### src/evic_pkg.sv
// Purpose: shared constants and types of the eight-level vectoring
//          interrupt controller.
// Assumes: 8-bit data bus, register select coded on the two select pins.
// Notes:   register codes are the {x,y} values seen during the second
//          timing pulse.
package evic_pkg;

  localparam int NUM_REQ = 8;
  localparam int DATA_W = 8;
  localparam int SYNC_STAGES = 2;

  // {x,y} register select codes
  localparam logic [1:0] SEL_VECTOR = 2'h2;
  localparam logic [1:0] SEL_PAGE = 2'h2;
  localparam logic [1:0] SEL_CONTROL = 2'h1;
  localparam logic [1:0] SEL_POLL = 2'h1;
  localparam logic [1:0] SEL_MASK = 2'h0;
  localparam logic [1:0] SEL_STATUS = 2'h0;
  localparam logic [1:0] SEL_UNUSED = 2'h3;

  // control register fields
  localparam int CTL_LOW_ADDR_MSB = 7;
  localparam int CTL_LOW_ADDR_LSB = 4;
  localparam int CTL_MASTER_IRQ_BIT = 3;
  localparam int CTL_MASTER_MASK_BIT = 2;
  localparam int CTL_INTERVAL_MSB = 1;
  localparam int CTL_INTERVAL_LSB = 0;

  // interval select codes
  localparam logic [1:0] INTERVAL_2 = 2'h0;
  localparam logic [1:0] INTERVAL_4 = 2'h1;
  localparam logic [1:0] INTERVAL_8 = 2'h2;
  localparam logic [1:0] INTERVAL_16 = 2'h3;

  localparam logic [7:0] LONG_BRANCH_OP = 8'hc0;
  localparam logic [1:0] VEC_BYTES_LAST = 2'h2;

  // reset values
  localparam logic [7:0] PAGE_RST = 8'h00;
  localparam logic [7:0] CONTROL_RST = 8'h00;
  localparam logic [7:0] MASK_RST = 8'h00;

  // bus control pins after synchronising
  typedef struct packed {
    logic timing_pulse_first;
    logic timing_pulse_second;
    logic rd_n;
    logic wr_n;
    logic cs;
    logic cs_n;
    logic sel_x;
    logic sel_y;
  } evic_bus_s;

  localparam int BUS_W = $bits(evic_bus_s);
  localparam evic_bus_s BUS_IDLE = '{1'b0, 1'b0, 1'b1, 1'b1,
                                     1'b0, 1'b1, 1'b0, 1'b0};

endpackage

### src/evic_core.sv
// Purpose: memory-mapped eight-level interrupt controller with
//          long-branch vector response.
// Assumes: all pins are asynchronous to SYS_CLK_I and far slower.
// Notes:   request lines are active low and latched on falling edges.
`timescale 1ns/1ns
`default_nettype none

// Notes on behaviour
// - five 8-bit registers: page, control, mask written; status, poll read.
// - page register gives vector bits 15..8, same for every source.
// - control bits 7..4 give low vector bits, fewer as interval grows.
// - unprogrammed low vector bits hold the serviced request number and zeros.
// - request number 0..7 sits just below programmed bits, zeros below.
// - control low nibble: master interrupt, master mask, interval select.
// - mask bit n set masks request n; chain input is never masked.
// - status bit n shows pending request n, masked or not.
// - poll read returns low vector byte of current request.
// - vector fetch answers three bytes on consecutive fetch cycles.
// - bytes are long-branch opcode, page register, low vector byte.
// - only programmed bits among 4..7 are copied from control.
// - line 7 has highest priority, line 0 lowest.
// - read with x=1,y=0 returns branch and vector of the winner.
// - reads 00 status, 01 poll; writes 10 page, 01 control, 00 mask.
module evic_core
  import evic_pkg::*;
(
  input wire logic SYS_CLK_I,
  input wire logic RST_I,
  input wire logic [evic_pkg::NUM_REQ-1:0] REQ_N_I,
  input wire logic CHAIN_PRIORITY_IN_I,
  input wire logic TIMING_PULSE_FIRST_I,
  input wire logic TIMING_PULSE_SECOND_I,
  input wire logic MEM_READ_STROBE_N_I,
  input wire logic MEM_WRITE_STROBE_N_I,
  input wire logic CS_I,
  input wire logic CS_N_I,
  input wire logic CS_X_I,
  input wire logic CS_Y_I,
  input wire logic [evic_pkg::DATA_W-1:0] DATA_LINES_I,
  output logic [evic_pkg::DATA_W-1:0] DATA_LINES_O,
  output logic DATA_LINES_OE_N_O,
  output logic IRQ_N_O
);
  import evic_pkg::*;

  // synchronised pins
  evic_bus_s bus_raw;
  evic_bus_s bus;
  logic [NUM_REQ-1:0] req_n_s;
  logic [DATA_W-1:0] data_s;
  logic chain_s;

  // edge detection on synced signals
  logic tpa_d_r;
  logic tpb_d_r;
  logic [NUM_REQ-1:0] req_n_d_r;
  logic tpa_fall;
  logic tpb_fall;
  logic [NUM_REQ-1:0] req_fall;

  // registers
  logic [7:0] page_r;
  logic [7:0] control_r;
  logic [7:0] mask_r;
  logic [NUM_REQ-1:0] pending_r;

  // bus cycle state
  logic selected_r;
  logic [1:0] vec_idx_r;
  logic [2:0] svc_num_r;

  // combinational
  logic [NUM_REQ-1:0] active;
  logic any_active;
  logic [2:0] win_num;
  logic [7:0] poll_byte;
  logic [7:0] svc_byte;
  logic [1:0] addr;
  logic unused_sel;
  logic read_act;
  logic write_act;
  logic fetch_ok;
  logic fetch_take;
  logic drive_nxt;
  logic [7:0] data_nxt;
  logic [NUM_REQ-1:0] clr_req;

  assign bus_raw = '{TIMING_PULSE_FIRST_I, TIMING_PULSE_SECOND_I,
                     MEM_READ_STROBE_N_I, MEM_WRITE_STROBE_N_I,
                     CS_I, CS_N_I, CS_X_I, CS_Y_I};

  evic_sync #(
    .WIDTH(BUS_W),
    .RST_VAL(BUS_IDLE)
  ) u_sync_bus (
    .clk_i(SYS_CLK_I),
    .rst_i(RST_I),
    .d_i(bus_raw),
    .q_o(bus)
  );

  // request lines idle high, so reset to ones avoids a false edge
  evic_sync #(
    .WIDTH(NUM_REQ + 1),
    .RST_VAL({(NUM_REQ + 1){1'b1}})
  ) u_sync_req (
    .clk_i(SYS_CLK_I),
    .rst_i(RST_I),
    .d_i({CHAIN_PRIORITY_IN_I, REQ_N_I}),
    .q_o({chain_s, req_n_s})
  );

  // write data only used at the trailing edge of the second pulse, still synced for safety
  evic_sync #(
    .WIDTH(DATA_W),
    .RST_VAL('0)
  ) u_sync_data (
    .clk_i(SYS_CLK_I),
    .rst_i(RST_I),
    .d_i(DATA_LINES_I),
    .q_o(data_s)
  );

  always_ff @(posedge SYS_CLK_I or posedge RST_I) begin
    if (RST_I) begin
      tpa_d_r <= 1'b0;
      tpb_d_r <= 1'b0;
      req_n_d_r <= '1;
    end else begin
      tpa_d_r <= bus.timing_pulse_first;
      tpb_d_r <= bus.timing_pulse_second;
      req_n_d_r <= req_n_s;
    end
  end

  assign tpa_fall = tpa_d_r & ~bus.timing_pulse_first;
  assign tpb_fall = tpb_d_r & ~bus.timing_pulse_second;
  assign req_fall = req_n_d_r & ~req_n_s;

  // chip selects caught at trailing edge of first pulse
  // selection holds to the next first pulse, so select lines may
  // change freely once the pulse is over
  always_ff @(posedge SYS_CLK_I or posedge RST_I) begin
    if (RST_I) begin
      selected_r <= 1'b0;
    end else if (tpa_fall) begin
      selected_r <= bus.cs & ~bus.cs_n & bus.sel_x & bus.sel_y;
    end
  end

  // priority and vector composition
  assign active = pending_r & ~mask_r;

  always_comb begin
    win_num = 3'h0;
    // ascending scan lets the highest line overwrite
    for (int i = 0; i < NUM_REQ; i++) begin
      if (active[i]) begin
        win_num = 3'(i);
      end
    end
  end

  assign any_active = |active;

  function automatic logic [7:0] low_vector(input logic [7:0] ctl,
                                            input logic [2:0] num);
    logic [3:0] prog;
    logic [7:0] res;
    prog = ctl[CTL_LOW_ADDR_MSB:CTL_LOW_ADDR_LSB];
    res = 8'h00;
    unique case (ctl[CTL_INTERVAL_MSB:CTL_INTERVAL_LSB])
      INTERVAL_2: begin
        res = {prog[3:0], num, 1'b0};
      end
      INTERVAL_4: begin
        res = {prog[3:1], num, 2'h0};
      end
      INTERVAL_8: begin
        res = {prog[3:2], num, 3'h0};
      end
      INTERVAL_16: begin
        res = {prog[3], num, 4'h0};
      end
    endcase
    // dropped control bits never reach the byte
    return res;
  endfunction

  assign poll_byte = low_vector(control_r, win_num);
  assign svc_byte = low_vector(control_r, svc_num_r);

  // access decode; address valid from the second pulse onward
  assign addr = {bus.sel_x, bus.sel_y};
  assign unused_sel = (addr == SEL_UNUSED);
  assign read_act = selected_r & ~bus.rd_n & bus.wr_n & ~unused_sel;
  assign write_act = selected_r & ~bus.wr_n & bus.rd_n & ~unused_sel;

  // a lower controller stays silent while a higher one is asking
  assign fetch_ok = (vec_idx_r != 2'h0) | chain_s;
  assign fetch_take = read_act & (addr == SEL_VECTOR) & fetch_ok &
                      tpb_fall;

  // vector fetch sequencing
  // limitation: a fetch cut short by reset or another access restarts
  // at the opcode byte, so the cpu must fetch all three in a row
  always_ff @(posedge SYS_CLK_I or posedge RST_I) begin
    if (RST_I) begin
      vec_idx_r <= 2'h0;
    end else if (fetch_take) begin
      if (vec_idx_r == VEC_BYTES_LAST) begin
        vec_idx_r <= 2'h0;
      end else begin
        vec_idx_r <= vec_idx_r + 2'h1;
      end
    end else if (tpb_fall & selected_r & ~unused_sel &
                 ~(read_act & (addr == SEL_VECTOR))) begin
      // any other selected access, except one with the unused select code, breaks a half-done fetch
      vec_idx_r <= 2'h0;
    end
  end

  // winner frozen at the opcode byte keeps the three bytes coherent
  always_ff @(posedge SYS_CLK_I or posedge RST_I) begin
    if (RST_I) begin
      svc_num_r <= 3'h0;
    end else if (fetch_take & (vec_idx_r == 2'h0)) begin
      svc_num_r <= win_num;
    end
  end

  // serviced latch cleared at the opcode fetch
  always_comb begin
    clr_req = '0;
    if (fetch_take & (vec_idx_r == 2'h0) & any_active) begin
      clr_req[win_num] = 1'b1;
    end
  end

  // request latches; a new edge wins over a clear
  // a status read leaves latches alone; only a vector fetch services
  always_ff @(posedge SYS_CLK_I or posedge RST_I) begin
    if (RST_I) begin
      pending_r <= '0;
    end else if (~control_r[CTL_MASTER_IRQ_BIT]) begin
      // master interrupt reset clears latches, a new edge shows for one clock only
      pending_r <= req_fall;
    end else begin
      pending_r <= (pending_r & ~clr_req) | req_fall;
    end
  end

  // register writes at the trailing edge of the second pulse
  always_ff @(posedge SYS_CLK_I or posedge RST_I) begin
    if (RST_I) begin
      page_r <= PAGE_RST;
    end else if (write_act & tpb_fall & (addr == SEL_PAGE)) begin
      page_r <= data_s;
    end
  end

  always_ff @(posedge SYS_CLK_I or posedge RST_I) begin
    if (RST_I) begin
      control_r <= CONTROL_RST;
    end else if (write_act & tpb_fall & (addr == SEL_CONTROL)) begin
      control_r <= data_s;
    end
  end

  always_ff @(posedge SYS_CLK_I or posedge RST_I) begin
    if (RST_I) begin
      mask_r <= MASK_RST;
    end else if (write_act & tpb_fall & (addr == SEL_MASK)) begin
      mask_r <= data_s;
    end else if (write_act & tpb_fall & (addr == SEL_CONTROL) &
                 ~data_s[CTL_MASTER_MASK_BIT]) begin
      // master mask reset unmasks every line
      mask_r <= MASK_RST;
    end
  end

  // read data path; page, control and mask have no read-back
  always_comb begin
    drive_nxt = 1'b0;
    data_nxt = 8'h00;
    if (read_act) begin
      unique case (addr)
        SEL_VECTOR: begin
          if (fetch_ok) begin
            drive_nxt = 1'b1;
            unique case (vec_idx_r)
              2'h0: data_nxt = LONG_BRANCH_OP;
              2'h1: data_nxt = page_r;
              default: data_nxt = svc_byte;
            endcase
          end
        end
        SEL_POLL: begin
          drive_nxt = 1'b1;
          data_nxt = poll_byte;
        end
        SEL_STATUS: begin
          drive_nxt = 1'b1;
          data_nxt = pending_r;
        end
        default: begin
          drive_nxt = 1'b0;
        end
      endcase
    end
  end

  always_ff @(posedge SYS_CLK_I or posedge RST_I) begin
    if (RST_I) begin
      DATA_LINES_O <= 8'h00;
      DATA_LINES_OE_N_O <= 1'b1;
    end else begin
      DATA_LINES_O <= data_nxt;
      DATA_LINES_OE_N_O <= ~drive_nxt;
    end
  end

  // interrupt output; chain input gates but is never masked
  // chain input passes the synchroniser too, so a higher controller
  // silences this one within three clocks rather than at once
  always_ff @(posedge SYS_CLK_I or posedge RST_I) begin
    if (RST_I) begin
      IRQ_N_O <= 1'b1;
    end else begin
      IRQ_N_O <= ~(any_active & chain_s &
                   control_r[CTL_MASTER_IRQ_BIT]);
    end
  end

endmodule // evic_core
`default_nettype wire

### src/evic_sync.sv
// Purpose: two-flop synchroniser for a bundle of pin inputs.
// Assumes: each bit is an independent level from outside the clock.
// Notes:   reset value is a parameter so idle levels hold through reset.
`timescale 1ns/1ns
`default_nettype none
module evic_sync #(
  parameter int WIDTH = 8,
  parameter logic [WIDTH-1:0] RST_VAL = '0
) (
  input wire logic clk_i,
  input wire logic rst_i,
  input wire logic [WIDTH-1:0] d_i,
  output logic [WIDTH-1:0] q_o
);

  logic [WIDTH-1:0] meta_r;

  // first stage feeds only the second stage
  always_ff @(posedge clk_i or posedge rst_i) begin
    if (rst_i) begin
      meta_r <= RST_VAL;
      q_o <= RST_VAL;
    end else begin
      meta_r <= d_i;
      q_o <= meta_r;
    end
  end

endmodule // evic_sync
`default_nettype wire

### config.mk
export PLATFORM = sky130hd
export DESIGN_NAME = evic_core
export DESIGN_NICKNAME = d
export VERILOG_FILES = /design/src/evic_pkg.sv /design/src/evic_core.sv /design/src/evic_sync.sv
export SDC_FILE = /design/constraint.sdc
export NUM_CORES = 1
export LEC_CHECK = 0
export BUFFER_PORTS_ARGS = -buffer_cell sky130_fd_sc_hd__buf_2
export CORE_AREA = 2 2 116 84
export DETAILED_ROUTE_END_ITERATION = 8
export DIE_AREA = 0 0 118 86
export MAX_ROUTING_LAYER = met4
export PLACE_DENSITY = 0.74
export SLEW_MARGIN = 40
export SYNTH_ARGS = -nofsm -noshare
export SYNTH_HDL_FRONTEND = slang
export SYNTH_SLANG_ARGS = --single-unit
### constraint.sdc
create_clock -name SYS_CLK_I -period 7.45 [get_ports SYS_CLK_I]
set_clock_uncertainty 0.15 [all_clocks]
set_input_delay 1.1175 -clock SYS_CLK_I [delete_from_list [all_inputs] [get_ports SYS_CLK_I]]
set_output_delay 1.1175 -clock SYS_CLK_I [all_outputs]
set_load 0.03 [all_outputs]
==> results.json, run 1 <==
{
  "nNetsFinal": 365,
  "drt-pass1-iter-count": 4,
  "grt_pass1_vias": 2459,
  "drv_slew": 0,
  "stdcell_area_mm2": 0.00462,
  "num_rows": 29,
  "wl_per_cell_um": 17.4,
  "numCtsBuffers": 9,
  "ys_ff_latch": 107,
  "cpPeakStageDelay_ns": 0.52,
  "worst_pin_slew_ns": 0.649,
  "dpl.hpwl_mm": 5.87,
  "grt_pass1_wl_mm": 13.3,
  "dr.first_iter.drc_count": 172,
  "relSlewSlack_pct": 56.7,
  "period_share_pct": 31.1,
  "status": "finished, final reports clean",
  "cts.htree.levels": 3,
  "cp_top_family": "flip-flops",
  "synthCells": 297,
  "core-area_mm2": 0.00896,
  "die_area_mm2": 0.0101,
  "dr_total_vias": 2527,
  "timing.fmax_mhz": 431,
  "max-cap-violations": 0,
  "final_common_cell": "dfrtp_1",
  "rsz0062_at_grt": "no",
  "finalSetupViolations": 0,
  "endpoint_kind": "output port",
  "cts_resized": 0,
  "synth-main-ff-cell": "dfrtp_1",
  "clock_sinks": 107,
  "io_buffers": 36,
  "clk_latency_ns": 0.35,
  "crit_path_top_delay_cell": "dfstp_2",
  "holdBufCountCts": 0,
  "start_util_pct": 44.7,
  "drive_gt1_share_pct": 32.7,
  "ir_worst_vdd_mv": 0.166,
  "ys_seq_area_share_pct": 67.9,
  "synth_edf_count": 0,
  "gp_congestion": 0.951,
  "syn2layout_area_growth_pct": 15.2,
  "finalHoldViolations": 0,
  "arrival_ns": 1.05,
  "grt-ovfl-total": 0,
  "diodes": 0,
  "ant_nets": 0,
  "clockBufferDepth": 2,
  "place_area_mm2": 0.00432,
  "cts.clk_slew.worst_paths_ns": 0.07,
  "syn_area_per_cell_um2": 13.5,
  "syn_area_mm2": 0.00401,
  "required_ns": 6.18,
  "crit_buf_inv": 1,
  "die_x_um": 118,
  "grt_max_degree": 87,
  "worstSetupPathType": "flip-flop to output port",
  "final_cell_mix": "dfrtp_1 (73), buf_2 (36), dfstp_2 (34), mux2_2 (17)",
  "start_kind": "flip-flop",
  "yosysWarnings": 0,
  "netlist-cell-type-count": 52,
  "antenna_found_initial": 0,
  "path_cells": "buf_2",
  "hold_path.class": "flip-flop to flip-flop",
  "final.min_clock_period_ns": 2.32,
  "viasPerCell": 5.41,
  "setup_tns_ns": 0,
  "cts_root_buffer": "clkbuf_16",
  "wl_mm": 8.13,
  "track_usage_pct": 18.1,
  "die_h_um": 86,
  "fin_cells": 467,
  "dp_cells": 451,
  "leakage_nw": 2.01,
  "io_pins": 37,
  "cts_tree": "built",
  "async_reset_ff_share_pct": 100,
  "power_density_mw_per_mm2": 247,
  "synth_fp_nets": 324,
  "crit_fanout": 1,
  "drcViolationCount": 0,
  "post_cts_buffers": 0
}
[logic make-up (layout without fill, tap and decap cells)]
family,count (synthesis),count (layout),synth area share (%)
AND/OR/NAND/NOR,82,82,11.6
buffers and inverters,23,69,2.37
AO/OA/AOI/OAI,63,63,12.1
flip-flops,107,107,67.9
multiplexers,22,22,6.02
[path summary, 6_finish.rpt]
path	end	from	cells past startpoint	slack (ns)
min	u_sync_data.q_o[5]	u_sync_data.meta_r[5]	0	0.20
min reg2reg	u_sync_data.q_o[5]	u_sync_data.meta_r[5]	0	0.20
max reg2reg	pending_r[5]	u_sync_bus.q_o[1]	5	5.25
max	DATA_LINES_OE_N_O	DATA_LINES_OE_N_O	1	5.13
max in group asynchronous	u_sync_bus.q_o[7]	RST_I	3	5.65
min in group asynchronous	u_sync_data.meta_r[4]	RST_I	2	0.54
[cells in the mapped netlist (all sizes together), types with 2 or more instances]
| cell | number | area [µm²] |
|---|---|---|
| a2111o | 2 | 22.5 |
| a211o | 3 | 26.3 |
| a21o | 3 | 22.5 |
| a21oi | 3 | 15.0 |
| a221oi | 2 | 17.5 |
| a22o | 8 | 70.1 |
| a22oi | 2 | 15.0 |
| a31oi | 2 | 12.5 |
| a32o | 2 | 20.0 |
| a32oi | 5 | 43.8 |
| and2 | 2 | 12.5 |
| buf | 5 | 27.5 |
| clkbuf | 2 | 7.51 |
| dfrtp | 73 | 1830 |
| dfstp | 34 | 893 |
| inv | 16 | 60.1 |
| mux2 | 17 | 191 |
| mux2i | 5 | 50.1 |
| nand2 | 16 | 60.1 |
| nand2b | 11 | 68.8 |
| nand3 | 7 | 35.0 |
| nand3b | 2 | 15.0 |
| nand4 | 3 | 33.8 |
| nor2 | 18 | 72.6 |
| nor2b | 10 | 62.6 |
| nor3 | 6 | 35.0 |
| nor4 | 2 | 18.8 |
| o211ai | 2 | 15.0 |
| o21a | 2 | 15.0 |
| o21ai | 10 | 50.0 |
| o22ai | 3 | 18.8 |
| o2bb2ai | 2 | 17.5 |
| o311ai | 3 | 26.3 |
| o41ai | 2 | 17.5 |
[through the flow]
step	hold WS (ns)	utilization, %	worst slack (ns)	power (W)
2_1_floorplan	0.181	-	3.42	0.000668
3_3_place_gp	0.183	48.2	4.89	0.000690
3_5_place_dp	0.185	48.2	5.15	0.000692
4_1_cts	0.203	51.5	5.12	0.00115
5_1_grt	0.208	51.5	5.10	0.00119
6_report	0.200	51.5	5.13	0.00114
[per-layer routing]
layer | GRT usage (%) | share of wire [%]
met5 | - | 0
met4 | 6.79 | 1.4
met3 | 5.39 | 6.7
met2 | 23.0 | 41
met1 | 27.0 | 51
[sequential cells by signal, summed over array words and instances (netlist names), 2 cells and up]
| signal | cells |
|---|---|
| DATA_LINES_O | 8 |
| control_r | 7 |
| mask_r | 8 |
| page_r | 8 |
| pending_r | 8 |
| req_n_d_r | 8 |
| svc_num_r | 3 |
| u_sync_bus.meta_r | 8 |
| u_sync_bus.q_o | 8 |
| u_sync_data.meta_r | 8 |
| u_sync_data.q_o | 8 |
| u_sync_req.meta_r | 9 |
| u_sync_req.q_o | 9 |
| vec_idx_r | 2 |
[worst reg2reg max path: cells and delay by family (launching register included)]
kind,cells,cell delay (ns)
and+or+nand+nor,4,0.94
DFF,1,0.72
AOI/OAI and AO/OA,1,0.27
[area by class of cell]
type | instances | area (µm²)
Inverter | 16 | 62.6
Timing Repair Buffer | 37 | 194
Multi-Input combinational cell | 167 | 1190
Sequential cell | 107 | 2720
Fill cell | 772 | 4350
Tap cell | 124 | 155
Clock buffer | 9 | 225
Clock inverter | 7 | 66.3
[power by group]
part / leakage (nW) / internal, W / switching, W / total (W)
Clock: 0.144 / 0.000236 / 0.000222 / 0.000458
Sequential: 1.30 / 0.000611 / 0.0000189 / 0.000630
Combinational: 0.568 / 0.0000197 / 0.0000315 / 0.0000512
Total: 2.01 / 0.000867 / 0.000272 / 0.00114
(Power assumes the default switching activity.)
==> run 2, diff against run 1 <==
==> constraint.sdc (replaced) <==
create_clock -name SYS_CLK_I -period 2.15 [get_ports SYS_CLK_I]
set_clock_uncertainty 0.15 [all_clocks]
set_input_delay 0.3225 -clock SYS_CLK_I [delete_from_list [all_inputs] [get_ports SYS_CLK_I]]
set_output_delay 0.3225 -clock SYS_CLK_I [all_outputs]
set_load 0.03 [all_outputs]
==> results.json, run 2 (synthesized netlist as in run 1, its figures left out) <==
{
  "max-cap-violations": 0,
  "power_switching_w": 0.000884,
  "dpl.hpwl_mm": 6.14,
  "power_density_mw_per_mm2": 839,
  "viasPerCell": 5.20,
  "hold_path.class": "flip-flop to flip-flop",
  "status": "finished, final reports clean",
  "period_share_pct": 94.4,
  "cts_resized": 0,
  "cts.clk_slew.worst_paths_ns": 0.07,
  "start_kind": "flip-flop",
  "grt_pass1_vias": 2698,
  "final_common_cell": "dfrtp_1",
  "clk_latency_ns": 0.34,
  "io_pins": 37,
  "setup_ws_ns": 0.121,
  "drt-pass1-iter-count": 4,
  "num_rows": 29,
  "arrival_ns": 2.11,
  "drcViolationCount": 0,
  "nNetsFinal": 401,
  "holdBufCountCts": 26,
  "relSlewSlack_pct": 63.4,
  "required_ns": 2.23,
  "reg_top3": "u_sync_req.meta_r x9, u_sync_req.q_o x9",
  "endpoint_kind": "flip-flop",
  "p_int_w": 0.00333,
  "post_cts_buffers": 0,
  "leakage_nw": 2.20,
  "ir_worst_vdd_mv": 0.594,
  "power_frac_seq_pct": 51.7,
  "wl_per_cell_um": 16.8,
  "rsz0062_at_grt": "no",
  "dp_cells": 461,
  "diodes": 0,
  "dr.first_iter.drc_count": 173,
  "die_x_um": 118,
  "grt-ovfl-total": 0,
  "final_cell_mix": "dfrtp_1 (73), buf_2 (36), dfstp_2 (34), dlygate4sd3_1 (26), mux2_2 (17)",
  "core-area_mm2": 0.00896,
  "p_comb_share_pct": 5.7,
  "clockBufferDepth": 2,
  "worstSetupPathType": "flip-flop to flip-flop",
  "clockPowerShare_pct": 42.7,
  "start_util_pct": 44.7,
  "drv_slew": 0,
  "die_area_mm2": 0.0101,
  "finalSetupViolations": 0,
  "syn2layout_area_growth_pct": 25.2,
  "die_h_um": 86,
  "dr_total_vias": 2618,
  "cts_tree": "built",
  "crit_fanout": 8,
  "wl_mm": 8.44,
  "cts_root_buffer": "clkbuf_16",
  "post-route-util_pct": 56.0,
  "antenna_found_initial": 0,
  "ant_nets": 0,
  "drive_gt1_share_pct": 31.9,
  "finalHoldViolations": 0,
  "numCtsBuffers": 9,
  "gp_congestion": 0.966,
  "setup_tns_ns": 0,
  "io_buffers": 36,
  "track_usage_pct": 19.2,
  "fin_cells": 503,
  "grt_pass1_wl_mm": 14.2,
  "grt_max_degree": 55,
  "swShare_pct": 21.0,
  "cts.htree.levels": 3,
  "finalPower_w": 0.00421,
  "timing.fmax_mhz": 493,
  "final.min_clock_period_ns": 2.03,
  "worst_pin_slew_ns": 0.545,
  "clock_sinks": 107,
  "dp_slack_ns": 0.126
}
[run 2: cell types whose count changed in the layout (fill, tap and decap cells not counted), sizes merged]
cell         change
inv              -4
bufinv           +2
clkbuf           +2
buf             +11
clkinv           -1
dlygate4sd3     +26
[run 2: through the flow]
| step | hold WS (ns) | cell area (µm²) |
|---|---|---|
| detailed placement | 0.186 | 4420 |
| finish | 0.193 | 5020 |
| floorplan | 0.177 | 4010 |
| global route | 0.208 | 5020 |
| CTS | 0.201 | 5020 |
| global placement | 0.181 | 4420 |
[run 2: path summary, 6_finish.rpt]
kind	slack (ns)	cells past startpoint	endpoint	start
min in group asynchronous	0.38	3	u_sync_data.meta_r[7]	RST_I
min	0.19	0	u_sync_bus.q_o[6]	u_sync_bus.meta_r[6]
max reg2reg	0.12	4	page_r[2]	u_sync_bus.q_o[6]
max in group asynchronous	0.82	4	u_sync_req.meta_r[1]	RST_I
max	0.12	4	page_r[2]	u_sync_bus.q_o[6]
min reg2reg	0.19	0	u_sync_bus.q_o[6]	u_sync_bus.meta_r[6]
[run 2: worst max-delay path, cell delays in order, from the launching register on]
cell      delay [ns]
dfrtp_1         0.39
and3b_1         0.33
nand3b_1        0.24
nor2_2          0.41
mux2_2          0.38
[run 2: area by class of cell]
class                      count  area (µm²)
multi-input combinational    167        1190
clock inverter                 4        80.1
tap                          124         155
clock buffer                  12         256
timing repair buffer          73         548
fill                         759        3950
sequential                   107        2720
inverter                      16        63.8
[run 2: per-layer routing]
metal  track usage [%]  routed length [µm]  vias to the layer above
met4              8.32                 197                        0
met3              5.12                 576                       18
met5                 -                   0                        -
met1              26.5                4140                     1287
met2              26.9                3530                       88
li1                  -                   -                     1225
[run 2: power groups by stage]
stage	sequential (W)	clock (W)	combinational [W]
2_1_floorplan	0.00218	0	0.000131
3_3_place_gp	0.00221	0	0.000200
3_5_place_dp	0.00221	0	0.000204
4_1_cts	0.00217	0.00185	0.000241
5_1_grt	0.00218	0.00193	0.000267
6_report	0.00217	0.00180	0.000239
